`src/common/clkgen_regs_pkg.sv`:
```
// Constants shared by the serial engine and the register bank
`default_nettype none
package clkgen_regs_pkg;
   // ----------------------------------------------------------------
   // Register indices
   // ----------------------------------------------------------------
   localparam logic [7:0] IDX_DIFF_EDGE = 8'h02;
   localparam logic [7:0] IDX_REF_CTRL  = 8'h03;
   localparam logic [7:0] IDX_RSVD_ONES = 8'h04;
   localparam logic [7:0] IDX_REV_MAKER = 8'h05;
   localparam logic [7:0] IDX_FAMILY    = 8'h06;
   localparam logic [7:0] IDX_RD_LENGTH = 8'h07;

   // ----------------------------------------------------------------
   // Field positions and reset values
   // ----------------------------------------------------------------
   localparam int         REF_RATE_LSB    = 6;
   localparam int         REF_WOL_BIT     = 5;
   localparam int         REF_EN_BIT      = 4;
   localparam logic [3:0] DIFF_EDGE_RST   = 4'hF;
   localparam logic [1:0] REF_RATE_RST    = 2'h1;
   localparam logic       REF_WOL_RST     = 1'b0;
   localparam logic       REF_EN_RST      = 1'b1;
   localparam logic [3:0] REF_RSVD_BITS   = 4'hF;
   localparam logic [7:0] RSVD_BYTE_VALUE = 8'hFF;
   localparam logic [4:0] RD_LENGTH_RST   = 5'h08;
   localparam logic [7:0] UNMAPPED_VALUE  = 8'h00;

   // ----------------------------------------------------------------
   // Identification codes (values are arbitrary)
   // ----------------------------------------------------------------
   localparam logic [3:0] REV_CODE    = 4'h2;
   localparam logic [3:0] MAKER_CODE  = 4'hA;
   localparam logic [1:0] FAMILY_CODE = 2'h2;
   localparam logic [5:0] PART_CODE   = 6'h2B;

   // ----------------------------------------------------------------
   // Serial engine
   // ----------------------------------------------------------------
   localparam logic [6:0] DEV_ADDR_DEFAULT = 7'h5C;  // arbitrary
   localparam logic [3:0] BITS_PER_BYTE    = 4'h8;
   localparam logic [3:0] LAST_TX_BIT      = 4'h7;

   typedef enum logic [2:0] {ST_IDLE, ST_RX, ST_ACK, ST_TX, ST_TX_ACK, ST_TX_NEXT} eng_state_t;
   typedef enum logic [1:0] {ROLE_ADDR, ROLE_INDEX, ROLE_COUNT, ROLE_DATA} rx_role_t;
endpackage
`default_nettype wire

```
`src/common/regbus_if.sv`:
```
// Byte-wide register access between serial engine and register bank
`default_nettype none
interface regbus_if;
   logic       we;
   logic [7:0] waddr;
   logic [7:0] wdata;
   logic [7:0] raddr;
   logic [7:0] rdata;
   logic [4:0] byte_count;

   modport engine (output we, output waddr, output wdata, output raddr,
                   input rdata, input byte_count);
   modport bank   (input we, input waddr, input wdata, input raddr,
                   output rdata, output byte_count);
endinterface
`default_nettype wire

```
`src/rtl/clkgen_reg_bank.sv`:
```
// Control and identification register bank
`default_nettype none
module clkgen_reg_bank (
   input  wire logic ref_clk,
   input  wire logic rstn,
   regbus_if.bank    rb,
   output logic [3:0] edge_rate_sel_out,
   output logic [1:0] ref_edge_rate,
   output logic       ref_run_in_pd,
   output logic       ref_out_en
);
   logic [3:0] diff_q, diff_d;
   logic [1:0] rate_q, rate_d;
   logic       wol_q, wol_d;
   logic       en_q, en_d;
   logic [4:0] len_q, len_d;

   // ----------------------------------------------------------------
   // Writes; read-only and reserved bits simply drop the data
   // ----------------------------------------------------------------
   always_comb begin
      diff_d = diff_q;
      rate_d = rate_q;
      wol_d  = wol_q;
      en_d   = en_q;
      len_d  = len_q;
      if (rb.we) begin
         unique case (rb.waddr)
            clkgen_regs_pkg::IDX_DIFF_EDGE: diff_d = rb.wdata[3:0];
            clkgen_regs_pkg::IDX_REF_CTRL: begin
               rate_d = rb.wdata[clkgen_regs_pkg::REF_RATE_LSB +: 2];
               wol_d  = rb.wdata[clkgen_regs_pkg::REF_WOL_BIT];
               en_d   = rb.wdata[clkgen_regs_pkg::REF_EN_BIT];
            end
            clkgen_regs_pkg::IDX_RD_LENGTH: len_d = rb.wdata[4:0];
            default: ;
         endcase
      end
   end

   always_ff @(posedge ref_clk or negedge rstn) begin
      if (!rstn) begin
         diff_q <= clkgen_regs_pkg::DIFF_EDGE_RST;
         rate_q <= clkgen_regs_pkg::REF_RATE_RST;
         wol_q  <= clkgen_regs_pkg::REF_WOL_RST;
         en_q   <= clkgen_regs_pkg::REF_EN_RST;
         len_q  <= clkgen_regs_pkg::RD_LENGTH_RST;
      end else begin
         diff_q <= diff_d;
         rate_q <= rate_d;
         wol_q  <= wol_d;
         en_q   <= en_d;
         len_q  <= len_d;
      end
   end

   // ----------------------------------------------------------------
   // Read mux
   // ----------------------------------------------------------------
   always_comb begin
      unique case (rb.raddr)
         clkgen_regs_pkg::IDX_DIFF_EDGE: rb.rdata = {4'h0, diff_q};
         clkgen_regs_pkg::IDX_REF_CTRL:
            rb.rdata = {rate_q, wol_q, en_q, clkgen_regs_pkg::REF_RSVD_BITS};
         clkgen_regs_pkg::IDX_RSVD_ONES: rb.rdata = clkgen_regs_pkg::RSVD_BYTE_VALUE;
         clkgen_regs_pkg::IDX_REV_MAKER:
            rb.rdata = {clkgen_regs_pkg::REV_CODE, clkgen_regs_pkg::MAKER_CODE};
         clkgen_regs_pkg::IDX_FAMILY:
            rb.rdata = {clkgen_regs_pkg::FAMILY_CODE, clkgen_regs_pkg::PART_CODE};
         clkgen_regs_pkg::IDX_RD_LENGTH: rb.rdata = {3'h0, len_q};
         default: rb.rdata = clkgen_regs_pkg::UNMAPPED_VALUE;
      endcase
   end

   assign rb.byte_count     = len_q;
   assign edge_rate_sel_out = diff_q;
   assign ref_edge_rate     = rate_q;
   assign ref_run_in_pd     = wol_q;
   assign ref_out_en        = en_q;

   // ----------------------------------------------------------------
   // Checks
   // ----------------------------------------------------------------
   diff_write_a: assert property (@(posedge ref_clk) disable iff (!rstn)
      rb.we && rb.waddr == clkgen_regs_pkg::IDX_DIFF_EDGE
      |=> edge_rate_sel_out == $past(rb.wdata[3:0]))
      else $error("diff edge rate not updated");
   ref_rate_a: assert property (@(posedge ref_clk) disable iff (!rstn)
      rb.we && rb.waddr == clkgen_regs_pkg::IDX_REF_CTRL
      |=> ref_edge_rate == $past(rb.wdata[7:6]))
      else $error("ref edge rate not updated");
   wol_bit_a: assert property (@(posedge ref_clk) disable iff (!rstn)
      rb.we && rb.waddr == clkgen_regs_pkg::IDX_REF_CTRL
      |=> ref_run_in_pd == $past(rb.wdata[5]))
      else $error("power-down run bit wrong");
   ref_enable_a: assert property (@(posedge ref_clk) disable iff (!rstn)
      !(rb.we && rb.waddr == clkgen_regs_pkg::IDX_REF_CTRL) |=> $stable(ref_out_en))
      else $error("ref enable changed without write");
   rsvd_ones_a: assert property (@(posedge ref_clk) disable iff (!rstn)
      rb.raddr == 8'h04 |-> rb.rdata == 8'hFF)
      else $error("reserved byte not all ones");
   rev_code_a: assert property (@(posedge ref_clk) disable iff (!rstn)
      rb.raddr == 8'h05 |-> rb.rdata == {clkgen_regs_pkg::REV_CODE, clkgen_regs_pkg::MAKER_CODE})
      else $error("revision byte wrong");
   part_code_a: assert property (@(posedge ref_clk) disable iff (!rstn)
      rb.raddr == 8'h06 |-> rb.rdata == {clkgen_regs_pkg::FAMILY_CODE, clkgen_regs_pkg::PART_CODE})
      else $error("part byte wrong");
   count_field_a: assert property (@(posedge ref_clk) disable iff (!rstn)
      rb.we && rb.waddr == 8'h07 |=> rb.byte_count == $past(rb.wdata[4:0]))
      else $error("byte count not updated");
   ro_write_a: assert property (@(posedge ref_clk) disable iff (!rstn)
      rb.we && rb.waddr inside {8'h04, 8'h05, 8'h06}
      |=> $stable({diff_q, rate_q, wol_q, en_q, len_q}))
      else $error("read-only write changed state");
endmodule
`default_nettype wire

```
`src/rtl/clock_gen_control_regs.sv`:
```
// Serial-bus block transfer engine and top of the control registers
`default_nettype none
// Operation
// - Index 2 bits 3:0 pick differential edge rates
// - Index 3 bits 7:6 pick reference edge rate
// - Index 3 bit 5 keeps reference running
// - Index 3 bit 4 enables reference output
// - Index 4 always reads all ones
// - Index 5 returns fixed revision, maker codes
// - Index 6 returns fixed family, part codes
// - Index 7 bits 4:0 set the byte count a block read reports first
// - Block write: index, count, data, all acknowledged
// - Block read returns count then data bytes
module clock_gen_control_regs #(
   parameter logic [6:0] DEV_ADDR = clkgen_regs_pkg::DEV_ADDR_DEFAULT
) (
   input  wire logic       ref_clk,
   input  wire logic       rstn,
   input  wire logic       scl,
   input  wire logic       sda_in,
   output logic            sda_out,
   output logic            sda_oe,
   output logic [3:0]      edge_rate_sel_out,
   output logic [1:0]      ref_edge_rate,
   output logic            ref_run_in_pd,
   output logic            ref_out_en
);
   regbus_if rb ();

   clkgen_reg_bank u_bank (
      .ref_clk           (ref_clk),
      .rstn              (rstn),
      .rb                (rb),
      .edge_rate_sel_out (edge_rate_sel_out),
      .ref_edge_rate     (ref_edge_rate),
      .ref_run_in_pd     (ref_run_in_pd),
      .ref_out_en        (ref_out_en)
   );

   // ----------------------------------------------------------------
   // Bus line history and condition detect
   // ----------------------------------------------------------------
   logic scl_q, sda_q;
   logic scl_rise, scl_fall, start_cond, stop_cond;

   always_ff @(posedge ref_clk or negedge rstn) begin
      if (!rstn) begin
         scl_q <= 1'b1;
         sda_q <= 1'b1;
      end else begin
         scl_q <= scl;
         sda_q <= sda_in;
      end
   end

   assign scl_rise   = scl && !scl_q;
   assign scl_fall   = !scl && scl_q;
   // Data may only change while the clock is low; a change with clock high frames
   assign start_cond = scl && scl_q && sda_q && !sda_in;
   assign stop_cond  = scl && scl_q && !sda_q && sda_in;

   // ----------------------------------------------------------------
   // Transfer state
   // ----------------------------------------------------------------
   clkgen_regs_pkg::eng_state_t st_q, st_d;
   clkgen_regs_pkg::rx_role_t   role_q, role_d;
   logic [3:0]                  cnt_q, cnt_d;
   logic [7:0]                  sh_q, sh_d;
   logic [7:0]                  idx_q, idx_d;
   logic [7:0]                  rem_q, rem_d;
   logic                        rd_q, rd_d;
   logic                        first_q, first_d;
   logic                        oe_q, oe_d;

   always_comb begin
      st_d       = st_q;
      role_d     = role_q;
      cnt_d      = cnt_q;
      sh_d       = sh_q;
      idx_d      = idx_q;
      rem_d      = rem_q;
      rd_d       = rd_q;
      first_d    = first_q;
      rb.we      = 1'b0;
      rb.waddr   = idx_q;
      rb.wdata   = sh_q;
      rb.raddr   = idx_q;
      if (stop_cond) begin
         st_d = clkgen_regs_pkg::ST_IDLE;
      end else if (start_cond) begin
         // Repeated start keeps the index set by the preceding write phase
         st_d   = clkgen_regs_pkg::ST_RX;
         role_d = clkgen_regs_pkg::ROLE_ADDR;
         cnt_d  = 4'h0;
      end else begin
         unique case (st_q)
            clkgen_regs_pkg::ST_IDLE: ;
            clkgen_regs_pkg::ST_RX: begin
               if (cnt_q != clkgen_regs_pkg::BITS_PER_BYTE) begin
                  if (scl_rise) begin
                     sh_d  = {sh_q[6:0], sda_in};
                     cnt_d = cnt_q + 4'h1;
                  end
               end else if (scl_fall) begin
                  st_d = clkgen_regs_pkg::ST_ACK;
                  unique case (role_q)
                     clkgen_regs_pkg::ROLE_ADDR: begin
                        if (sh_q[7:1] == DEV_ADDR) begin
                           rd_d    = sh_q[0];
                           first_d = 1'b1;
                           role_d  = clkgen_regs_pkg::ROLE_INDEX;
                        end else begin
                           st_d = clkgen_regs_pkg::ST_IDLE;
                        end
                     end
                     clkgen_regs_pkg::ROLE_INDEX: begin
                        idx_d  = sh_q;
                        role_d = clkgen_regs_pkg::ROLE_COUNT;
                     end
                     clkgen_regs_pkg::ROLE_COUNT: begin
                        rem_d  = sh_q;
                        role_d = clkgen_regs_pkg::ROLE_DATA;
                     end
                     clkgen_regs_pkg::ROLE_DATA: begin
                        // Bytes past the announced count are acknowledged and dropped
                        if (rem_q != 8'h00) begin
                           rb.we = 1'b1;
                           idx_d = idx_q + 8'h01;
                           rem_d = rem_q - 8'h01;
                        end
                     end
                  endcase
               end
            end
            clkgen_regs_pkg::ST_ACK: begin
               if (scl_fall) begin
                  cnt_d = 4'h0;
                  if (rd_q) begin
                     st_d    = clkgen_regs_pkg::ST_TX;
                     first_d = 1'b0;
                     if (first_q) begin
                        sh_d = {3'h0, rb.byte_count};
                     end else begin
                        sh_d  = rb.rdata;
                        idx_d = idx_q + 8'h01;
                     end
                  end else begin
                     st_d = clkgen_regs_pkg::ST_RX;
                  end
               end
            end
            clkgen_regs_pkg::ST_TX: begin
               if (scl_fall) begin
                  if (cnt_q == clkgen_regs_pkg::LAST_TX_BIT) begin
                     st_d = clkgen_regs_pkg::ST_TX_ACK;
                  end else begin
                     sh_d  = {sh_q[6:0], 1'b1};
                     cnt_d = cnt_q + 4'h1;
                  end
               end
            end
            clkgen_regs_pkg::ST_TX_ACK: begin
               // Host answers the last byte with a not-acknowledge
               if (scl_rise) begin
                  st_d = sda_in ? clkgen_regs_pkg::ST_IDLE : clkgen_regs_pkg::ST_TX_NEXT;
               end
            end
            clkgen_regs_pkg::ST_TX_NEXT: begin
               if (scl_fall) begin
                  st_d  = clkgen_regs_pkg::ST_TX;
                  cnt_d = 4'h0;
                  sh_d  = rb.rdata;
                  idx_d = idx_q + 8'h01;
               end
            end
            default: st_d = clkgen_regs_pkg::ST_IDLE;
         endcase
      end
      // Open drain: only ever pull low, for acknowledge or a zero data bit
      oe_d = (st_d == clkgen_regs_pkg::ST_ACK) ||
             (st_d == clkgen_regs_pkg::ST_TX && !sh_d[7]);
   end

   always_ff @(posedge ref_clk or negedge rstn) begin
      if (!rstn) begin
         st_q    <= clkgen_regs_pkg::ST_IDLE;
         role_q  <= clkgen_regs_pkg::ROLE_ADDR;
         cnt_q   <= 4'h0;
         sh_q    <= 8'h00;
         idx_q   <= 8'h00;
         rem_q   <= 8'h00;
         rd_q    <= 1'b0;
         first_q <= 1'b0;
         oe_q    <= 1'b0;
      end else begin
         st_q    <= st_d;
         role_q  <= role_d;
         cnt_q   <= cnt_d;
         sh_q    <= sh_d;
         idx_q   <= idx_d;
         rem_q   <= rem_d;
         rd_q    <= rd_d;
         first_q <= first_d;
         oe_q    <= oe_d;
      end
   end

   assign sda_out = 1'b0;
   assign sda_oe  = oe_q;

   // ----------------------------------------------------------------
   // Checks
   // ----------------------------------------------------------------
   wr_store_a: assert property (@(posedge ref_clk) disable iff (!rstn)
      st_q == clkgen_regs_pkg::ST_RX && role_q == clkgen_regs_pkg::ROLE_DATA &&
      cnt_q == 4'h8 && scl_fall && rem_q != 8'h00 && !start_cond && !stop_cond
      |-> rb.we ##1 (st_q == clkgen_regs_pkg::ST_ACK && sda_oe && idx_q == $past(idx_q) + 8'h01))
      else $error("write byte not stored and acknowledged");

   ack_hold_a: assert property (@(posedge ref_clk) disable iff (!rstn)
      st_q == clkgen_regs_pkg::ST_ACK |-> sda_oe)
      else $error("acknowledge not driven");

   read_count_a: assert property (@(posedge ref_clk) disable iff (!rstn)
      st_q == clkgen_regs_pkg::ST_ACK && rd_q && first_q && scl_fall && !start_cond && !stop_cond
      |=> st_q == clkgen_regs_pkg::ST_TX && sh_q == {3'h0, rb.byte_count})
      else $error("block read did not start with byte count");

   nack_end_a: assert property (@(posedge ref_clk) disable iff (!rstn)
      st_q == clkgen_regs_pkg::ST_TX_ACK && scl_rise && sda_in && !stop_cond
      |=> st_q == clkgen_regs_pkg::ST_IDLE ##1 !sda_oe)
      else $error("not-acknowledge did not end the read");

   // ----------------------------------------------------------------
   // Sequencing checks
   // ----------------------------------------------------------------
   own_addr_a: assert property (@(posedge ref_clk) disable iff (!rstn)
      st_q == clkgen_regs_pkg::ST_RX && role_q == clkgen_regs_pkg::ROLE_ADDR &&
      cnt_q == 4'h8 && scl_fall && sh_q[7:1] == DEV_ADDR
      |=> st_q == clkgen_regs_pkg::ST_ACK && sda_oe &&
          role_q == clkgen_regs_pkg::ROLE_INDEX)
      else $error("own address not acknowledged");

   foreign_addr_a: assert property (@(posedge ref_clk) disable iff (!rstn)
      st_q == clkgen_regs_pkg::ST_RX && role_q == clkgen_regs_pkg::ROLE_ADDR &&
      cnt_q == 4'h8 && scl_fall && sh_q[7:1] != DEV_ADDR
      |=> st_q == clkgen_regs_pkg::ST_IDLE && !sda_oe)
      else $error("foreign address acknowledged");

   index_load_a: assert property (@(posedge ref_clk) disable iff (!rstn)
      st_q == clkgen_regs_pkg::ST_RX && role_q == clkgen_regs_pkg::ROLE_INDEX &&
      cnt_q == 4'h8 && scl_fall
      |=> idx_q == $past(sh_q) && role_q == clkgen_regs_pkg::ROLE_COUNT)
      else $error("start index not taken");

   count_load_a: assert property (@(posedge ref_clk) disable iff (!rstn)
      st_q == clkgen_regs_pkg::ST_RX && role_q == clkgen_regs_pkg::ROLE_COUNT &&
      cnt_q == 4'h8 && scl_fall
      |=> rem_q == $past(sh_q) && role_q == clkgen_regs_pkg::ROLE_DATA)
      else $error("byte count not taken");

   extra_drop_a: assert property (@(posedge ref_clk) disable iff (!rstn)
      st_q == clkgen_regs_pkg::ST_RX && role_q == clkgen_regs_pkg::ROLE_DATA &&
      cnt_q == 4'h8 && scl_fall && rem_q == 8'h00
      |-> !rb.we ##1 (sda_oe && idx_q == $past(idx_q)))
      else $error("byte past count was stored");

   bit_sample_a: assert property (@(posedge ref_clk) disable iff (!rstn)
      st_q == clkgen_regs_pkg::ST_RX && cnt_q != 4'h8 && scl_rise
      |=> cnt_q == $past(cnt_q) + 4'h1 &&
          sh_q[0] == $past(sda_in))
      else $error("data bit not sampled on clock rise");

   tx_shift_a: assert property (@(posedge ref_clk) disable iff (!rstn)
      st_q == clkgen_regs_pkg::ST_TX && scl_fall && cnt_q != 4'h7
      |=> st_q == clkgen_regs_pkg::ST_TX && cnt_q == $past(cnt_q) + 4'h1 &&
          sda_oe == !sh_q[7])
      else $error("read bit not advanced");

   tx_last_a: assert property (@(posedge ref_clk) disable iff (!rstn)
      st_q == clkgen_regs_pkg::ST_TX && scl_fall && cnt_q == 4'h7
      |=> st_q == clkgen_regs_pkg::ST_TX_ACK && !sda_oe)
      else $error("line not released for host answer");

   host_ack_a: assert property (@(posedge ref_clk) disable iff (!rstn)
      st_q == clkgen_regs_pkg::ST_TX_ACK && scl_rise && !sda_in
      |=> st_q == clkgen_regs_pkg::ST_TX_NEXT && !sda_oe)
      else $error("host acknowledge not followed");

   next_byte_a: assert property (@(posedge ref_clk) disable iff (!rstn)
      st_q == clkgen_regs_pkg::ST_TX_NEXT && scl_fall
      |=> st_q == clkgen_regs_pkg::ST_TX && sh_q == $past(rb.rdata) &&
          idx_q == $past(idx_q) + 8'h01)
      else $error("next read byte not loaded");

   restart_keep_a: assert property (@(posedge ref_clk) disable iff (!rstn)
      start_cond
      |=> st_q == clkgen_regs_pkg::ST_RX && role_q == clkgen_regs_pkg::ROLE_ADDR &&
          cnt_q == 4'h0 && idx_q == $past(idx_q))
      else $error("start did not restart with index kept");

   stop_idle_a: assert property (@(posedge ref_clk) disable iff (!rstn)
      stop_cond |=> st_q == clkgen_regs_pkg::ST_IDLE && !sda_oe)
      else $error("stop did not end the transfer");
endmodule
`default_nettype wire

```
`config.mk`:
```
export PLATFORM = sky130hd
export DESIGN_NAME = clock_gen_control_regs
export DESIGN_NICKNAME = d
export VERILOG_FILES = /design/src/common/clkgen_regs_pkg.sv /design/src/common/regbus_if.sv /design/src/rtl/clkgen_reg_bank.sv /design/src/rtl/clock_gen_control_regs.sv
export SDC_FILE = /design/constraint.sdc
export NUM_CORES = 1
export LEC_CHECK = 0
export BUFFER_PORTS_ARGS = -buffer_cell sky130_fd_sc_hd__buf_2
export CAP_MARGIN = 20
export CORE_ASPECT_RATIO = 0.8
export CORE_MARGIN = 5
export CORE_UTILIZATION = 40
export CTS_BUF_LIST = sky130_fd_sc_hd__clkbuf_4 sky130_fd_sc_hd__clkbuf_8
export CTS_CLUSTER_DIAMETER = 200
export DETAILED_ROUTE_END_ITERATION = 10
export GPL_TIMING_DRIVEN = 1
export PLACE_DENSITY_LB_ADDON = 0.1
export SKIP_LAST_GASP = 1
export SYNTH_ARGS = -nofsm -noshare
export SYNTH_HDL_FRONTEND = slang
export SYNTH_SLANG_ARGS = --single-unit
```
`constraint.sdc`:
```
create_clock -name ref_clk -period 2.4 [get_ports ref_clk]
set_input_delay 0.12 -clock ref_clk [delete_from_list [all_inputs] [get_ports ref_clk]]
set_output_delay 0.12 -clock ref_clk [all_outputs]
set_load 0.1 [all_outputs]
```
==> results.sh <==
export IMPL_outcome="finished clean"
export IMPL_fin_crit_ns=2.28
export IMPL_slew_headroom=0.574
export IMPL_setup_tns_ns=0
export IMPL_drcViolationCount=0
export IMPL_vias=2701
export IMPL_synth_warnings=0
export IMPL_fin_nets=398
export IMPL_die_x_um=111
export IMPL_cp_max_fo=7
export IMPL_clkLatencyLatePin_ns=0.32
export IMPL_antenna_found_initial=0
export IMPL_whs_ns=0.293
export IMPL_pre_cts_ws_ns=0.154
export IMPL_num_antenna_cells=0
export IMPL_start_kind="register"
export IMPL_clk_path_buf_depth=2
export IMPL_synth_edf_count=0
export IMPL_tightest_slew_ns=0.632
export IMPL_ys_top_cells_by_area="dfrtp_1, dfstp_2, nand2_1"
export IMPL_core_region_area_um2=7950
export IMPL_multi_input_area_um2=1810
export IMPL_drt_iter0_drc=162
export IMPL_grt_overflow=0
export IMPL_synth_seq_cells=51
export IMPL_synth_simple_area_share=0.249
export IMPL_ys_seq_area_frac=0.394
export IMPL_rows=29
export IMPL_fill_cells=795
export IMPL_avgSynthCellArea_um2=9.13
export IMPL_gp_congestion=0.791
export IMPL_syn_to_final_growth_pct=10.7
export IMPL_worst_setup_path_type="reg -> reg"
export IMPL_vdd_drop_max_mv=0.460
export IMPL_slew_viol_final=0
export IMPL_yosysTopAreaCell="dfrtp_1"
export IMPL_synth_distinct_cells=66
export IMPL_setup_ws_ns=0.125
export IMPL_die_h_um=90.9
export IMPL_cts_max_level=2
export IMPL_synth_top_family_by_area="simple AND/OR/NAND/NOR gates"
export IMPL_mostFrequentLayoutCell="nand2_1"
export IMPL_synth_top_area_frac=0.321
export IMPL_clock_sinks=51
export IMPL_synth_async_sr_flop_share=1.00
export IMPL_synthFlopType="dfrtp_1"
export IMPL_synth_compound_gate_area_share=0.193
export IMPL_worstPathArrival_ns=2.47
export IMPL_num_io_pins=14
export IMPL_power_density_nw_per_um2=836
export IMPL_fmax_mhz=440
export IMPL_ant_nets=0
export IMPL_drive_gt1_frac=0.206
export IMPL_yosys_area_share_xor_xnor=0.00536
export IMPL_fin_worst_skew_ns=0.0170
export IMPL_place_area_um2=3500
export IMPL_seqCellArea_um2=1290
export IMPL_cts_root_buffer="clkbuf_8"
export IMPL_drt_pass1_iter_count=5
export IMPL_gr_usage_all_layers=0.166
export IMPL_cts_inserted_buffers=5
export IMPL_cap_violations=0
export IMPL_rsz0062_at_grt="no"
export IMPL_initial_utilization=0.411
export IMPL_hold_violations=0
export IMPL_hp_class="in -> async"
export IMPL_port_buffers=12
export IMPL_muxShareOfSynthArea=0.0639
export IMPL_synthAdderAreaFrac=0.0421
export IMPL_cts_tree="yes"
export IMPL_final_area_um2=3620
export IMPL_grt_max_degree=22
export IMPL_final_cell_mix="nand2_1, dfrtp_1, o21ai_0, a21oi_1, nor2_1"
export IMPL_grt_pass1_wl_um=13800
export IMPL_crit_required_ns=2.59
export IMPL_wl_um=8160
export IMPL_die_area_um2=10100
export IMPL_vias_per_cell=5.49
export IMPL_grt_pass1_vias=2614
export IMPL_routedWlPerCell_um=16.6
export IMPL_power_leakage_nw=1.56
export IMPL_dp_hpwl_um=6090
export IMPL_syn_inst=358
export IMPL_clk_pin_slew_worst_paths_ns=0.11
export IMPL_syn_area_um2=3270
export IMPL_syn_nets=373
export IMPL_period_share=0.948
export IMPL_setup_violations_final=0
export IMPL_total_power_mw=3.03
export IMPL_critPathCaptureType="register"
routing by layer:
metal | track usage | share of wire
met2 | 0.251 | 0.43
met4 | 0.0274 | 0.0081
met5 | 0 | 0
met1 | 0.255 | 0.52
met3 | 0.0255 | 0.043
synthesized netlist by cell type, drive strengths merged (4+ instances only):
cell type	count
a21oi	27
a222oi	5
a22oi	5
and2	6
buf	9
clkbuf	6
dfrtp	42
dfstp	9
ha	11
inv	18
mux2	15
mux2i	4
nand2	46
nand2b	10
nand3	10
nor2	25
nor2b	9
nor3	10
nor4	5
o211ai	4
o21ai	33
per-stage QoR:
step / util / cells
final: 0.456 / 492
after global routing: 0.456 / 492
after CTS: 0.455 / 492
after detailed placement: 0.440 / 481
after global placement: 0.440 / 481
after floorplan: - / 358
path summary, 6_finish.rpt:
| path | from | end | slack, ns | cells after the start |
|---|---|---|---|---|
| worst max-delay path | idx_q[5]$_DFFE_PN0P_ | u_bank.rb.byte_count[1]$_DFFE_PN0P_ | 0.12 | 5 |
| worst max register to register | idx_q[5]$_DFFE_PN0P_ | u_bank.rb.byte_count[1]$_DFFE_PN0P_ | 0.12 | 5 |
| max in group asynchronous | rstn | scl_q$_DFF_PN1_ | 1.40 | 3 |
| min in group ref_clk | sda_in | sda_q$_DFF_PN1_ | 0.49 | 2 |
| worst min register to register | rem_q[1]$_DFFE_PN0P_ | rem_q[1]$_DFFE_PN0P_ | 0.52 | 2 |
| worst min-delay path | rstn | rem_q[1]$_DFFE_PN0P_ | 0.29 | 2 |
what timing repair did:
action | 4_1_cts | 5_1_grt
setup buffers | 0 | 0
hold endpoints to repair | 20 | 0
hold buffers | 3 | 0
resized for setup | 0 | 1
setup endpoints to repair | 0 | 5
flip-flops by register name, summed over array words and instances (netlist names):
signal	flops
first_q	1
rem_q	8
sda_oe	1
u_bank.edge_rate_sel_out	4
idx_q	8
st_q	3
rb.wdata	8
sda_q	1
u_bank.ref_out_en	1
u_bank.rb.byte_count	5
scl_q	1
u_bank.ref_run_in_pd	1
u_bank.ref_edge_rate	2
role_q	2
rd_q	1
cnt_q	4
kinds of logic after synthesis:
logic type               after synthesis
AO/OA/AOI/OAI                         98
other                                  1
multiplexers                          19
XOR/XNOR                               2
buffers and inverters                 33
adder cells (fa/ha/maj)               11
flip-flops                            51
AND/OR/NAND/NOR                      143
worst max-delay path, stage by stage (launching register included):
cell and delay (ns):
dfrtp_1 0.45, or4_4 0.60, nor2_4 0.21, nand3_2 0.18, nor2_2 0.32, mux2_2 0.39
final cells by class:
cell class	instances	area share
multi-input combinational	274	0.501
sequential	51	0.356
timing repair buffer	33	0.0622
tap	108	0.0373
clock buffer	5	0.0190
inverter	18	0.0187
clock inverter	3	0.00553
report_power, final:
group | total, mW | switching (mW) | leakage (nW) | internal, mW
combinational | 1.19 | 0.706 | 0.878 | 0.479
clock | 0.510 | 0.306 | 0.0402 | 0.204
sequential | 1.33 | 0.320 | 0.644 | 1.01
total | 3.03 | 1.33 | 1.56 | 1.69
No activity file was read; power rests on OpenSTA's default activity.
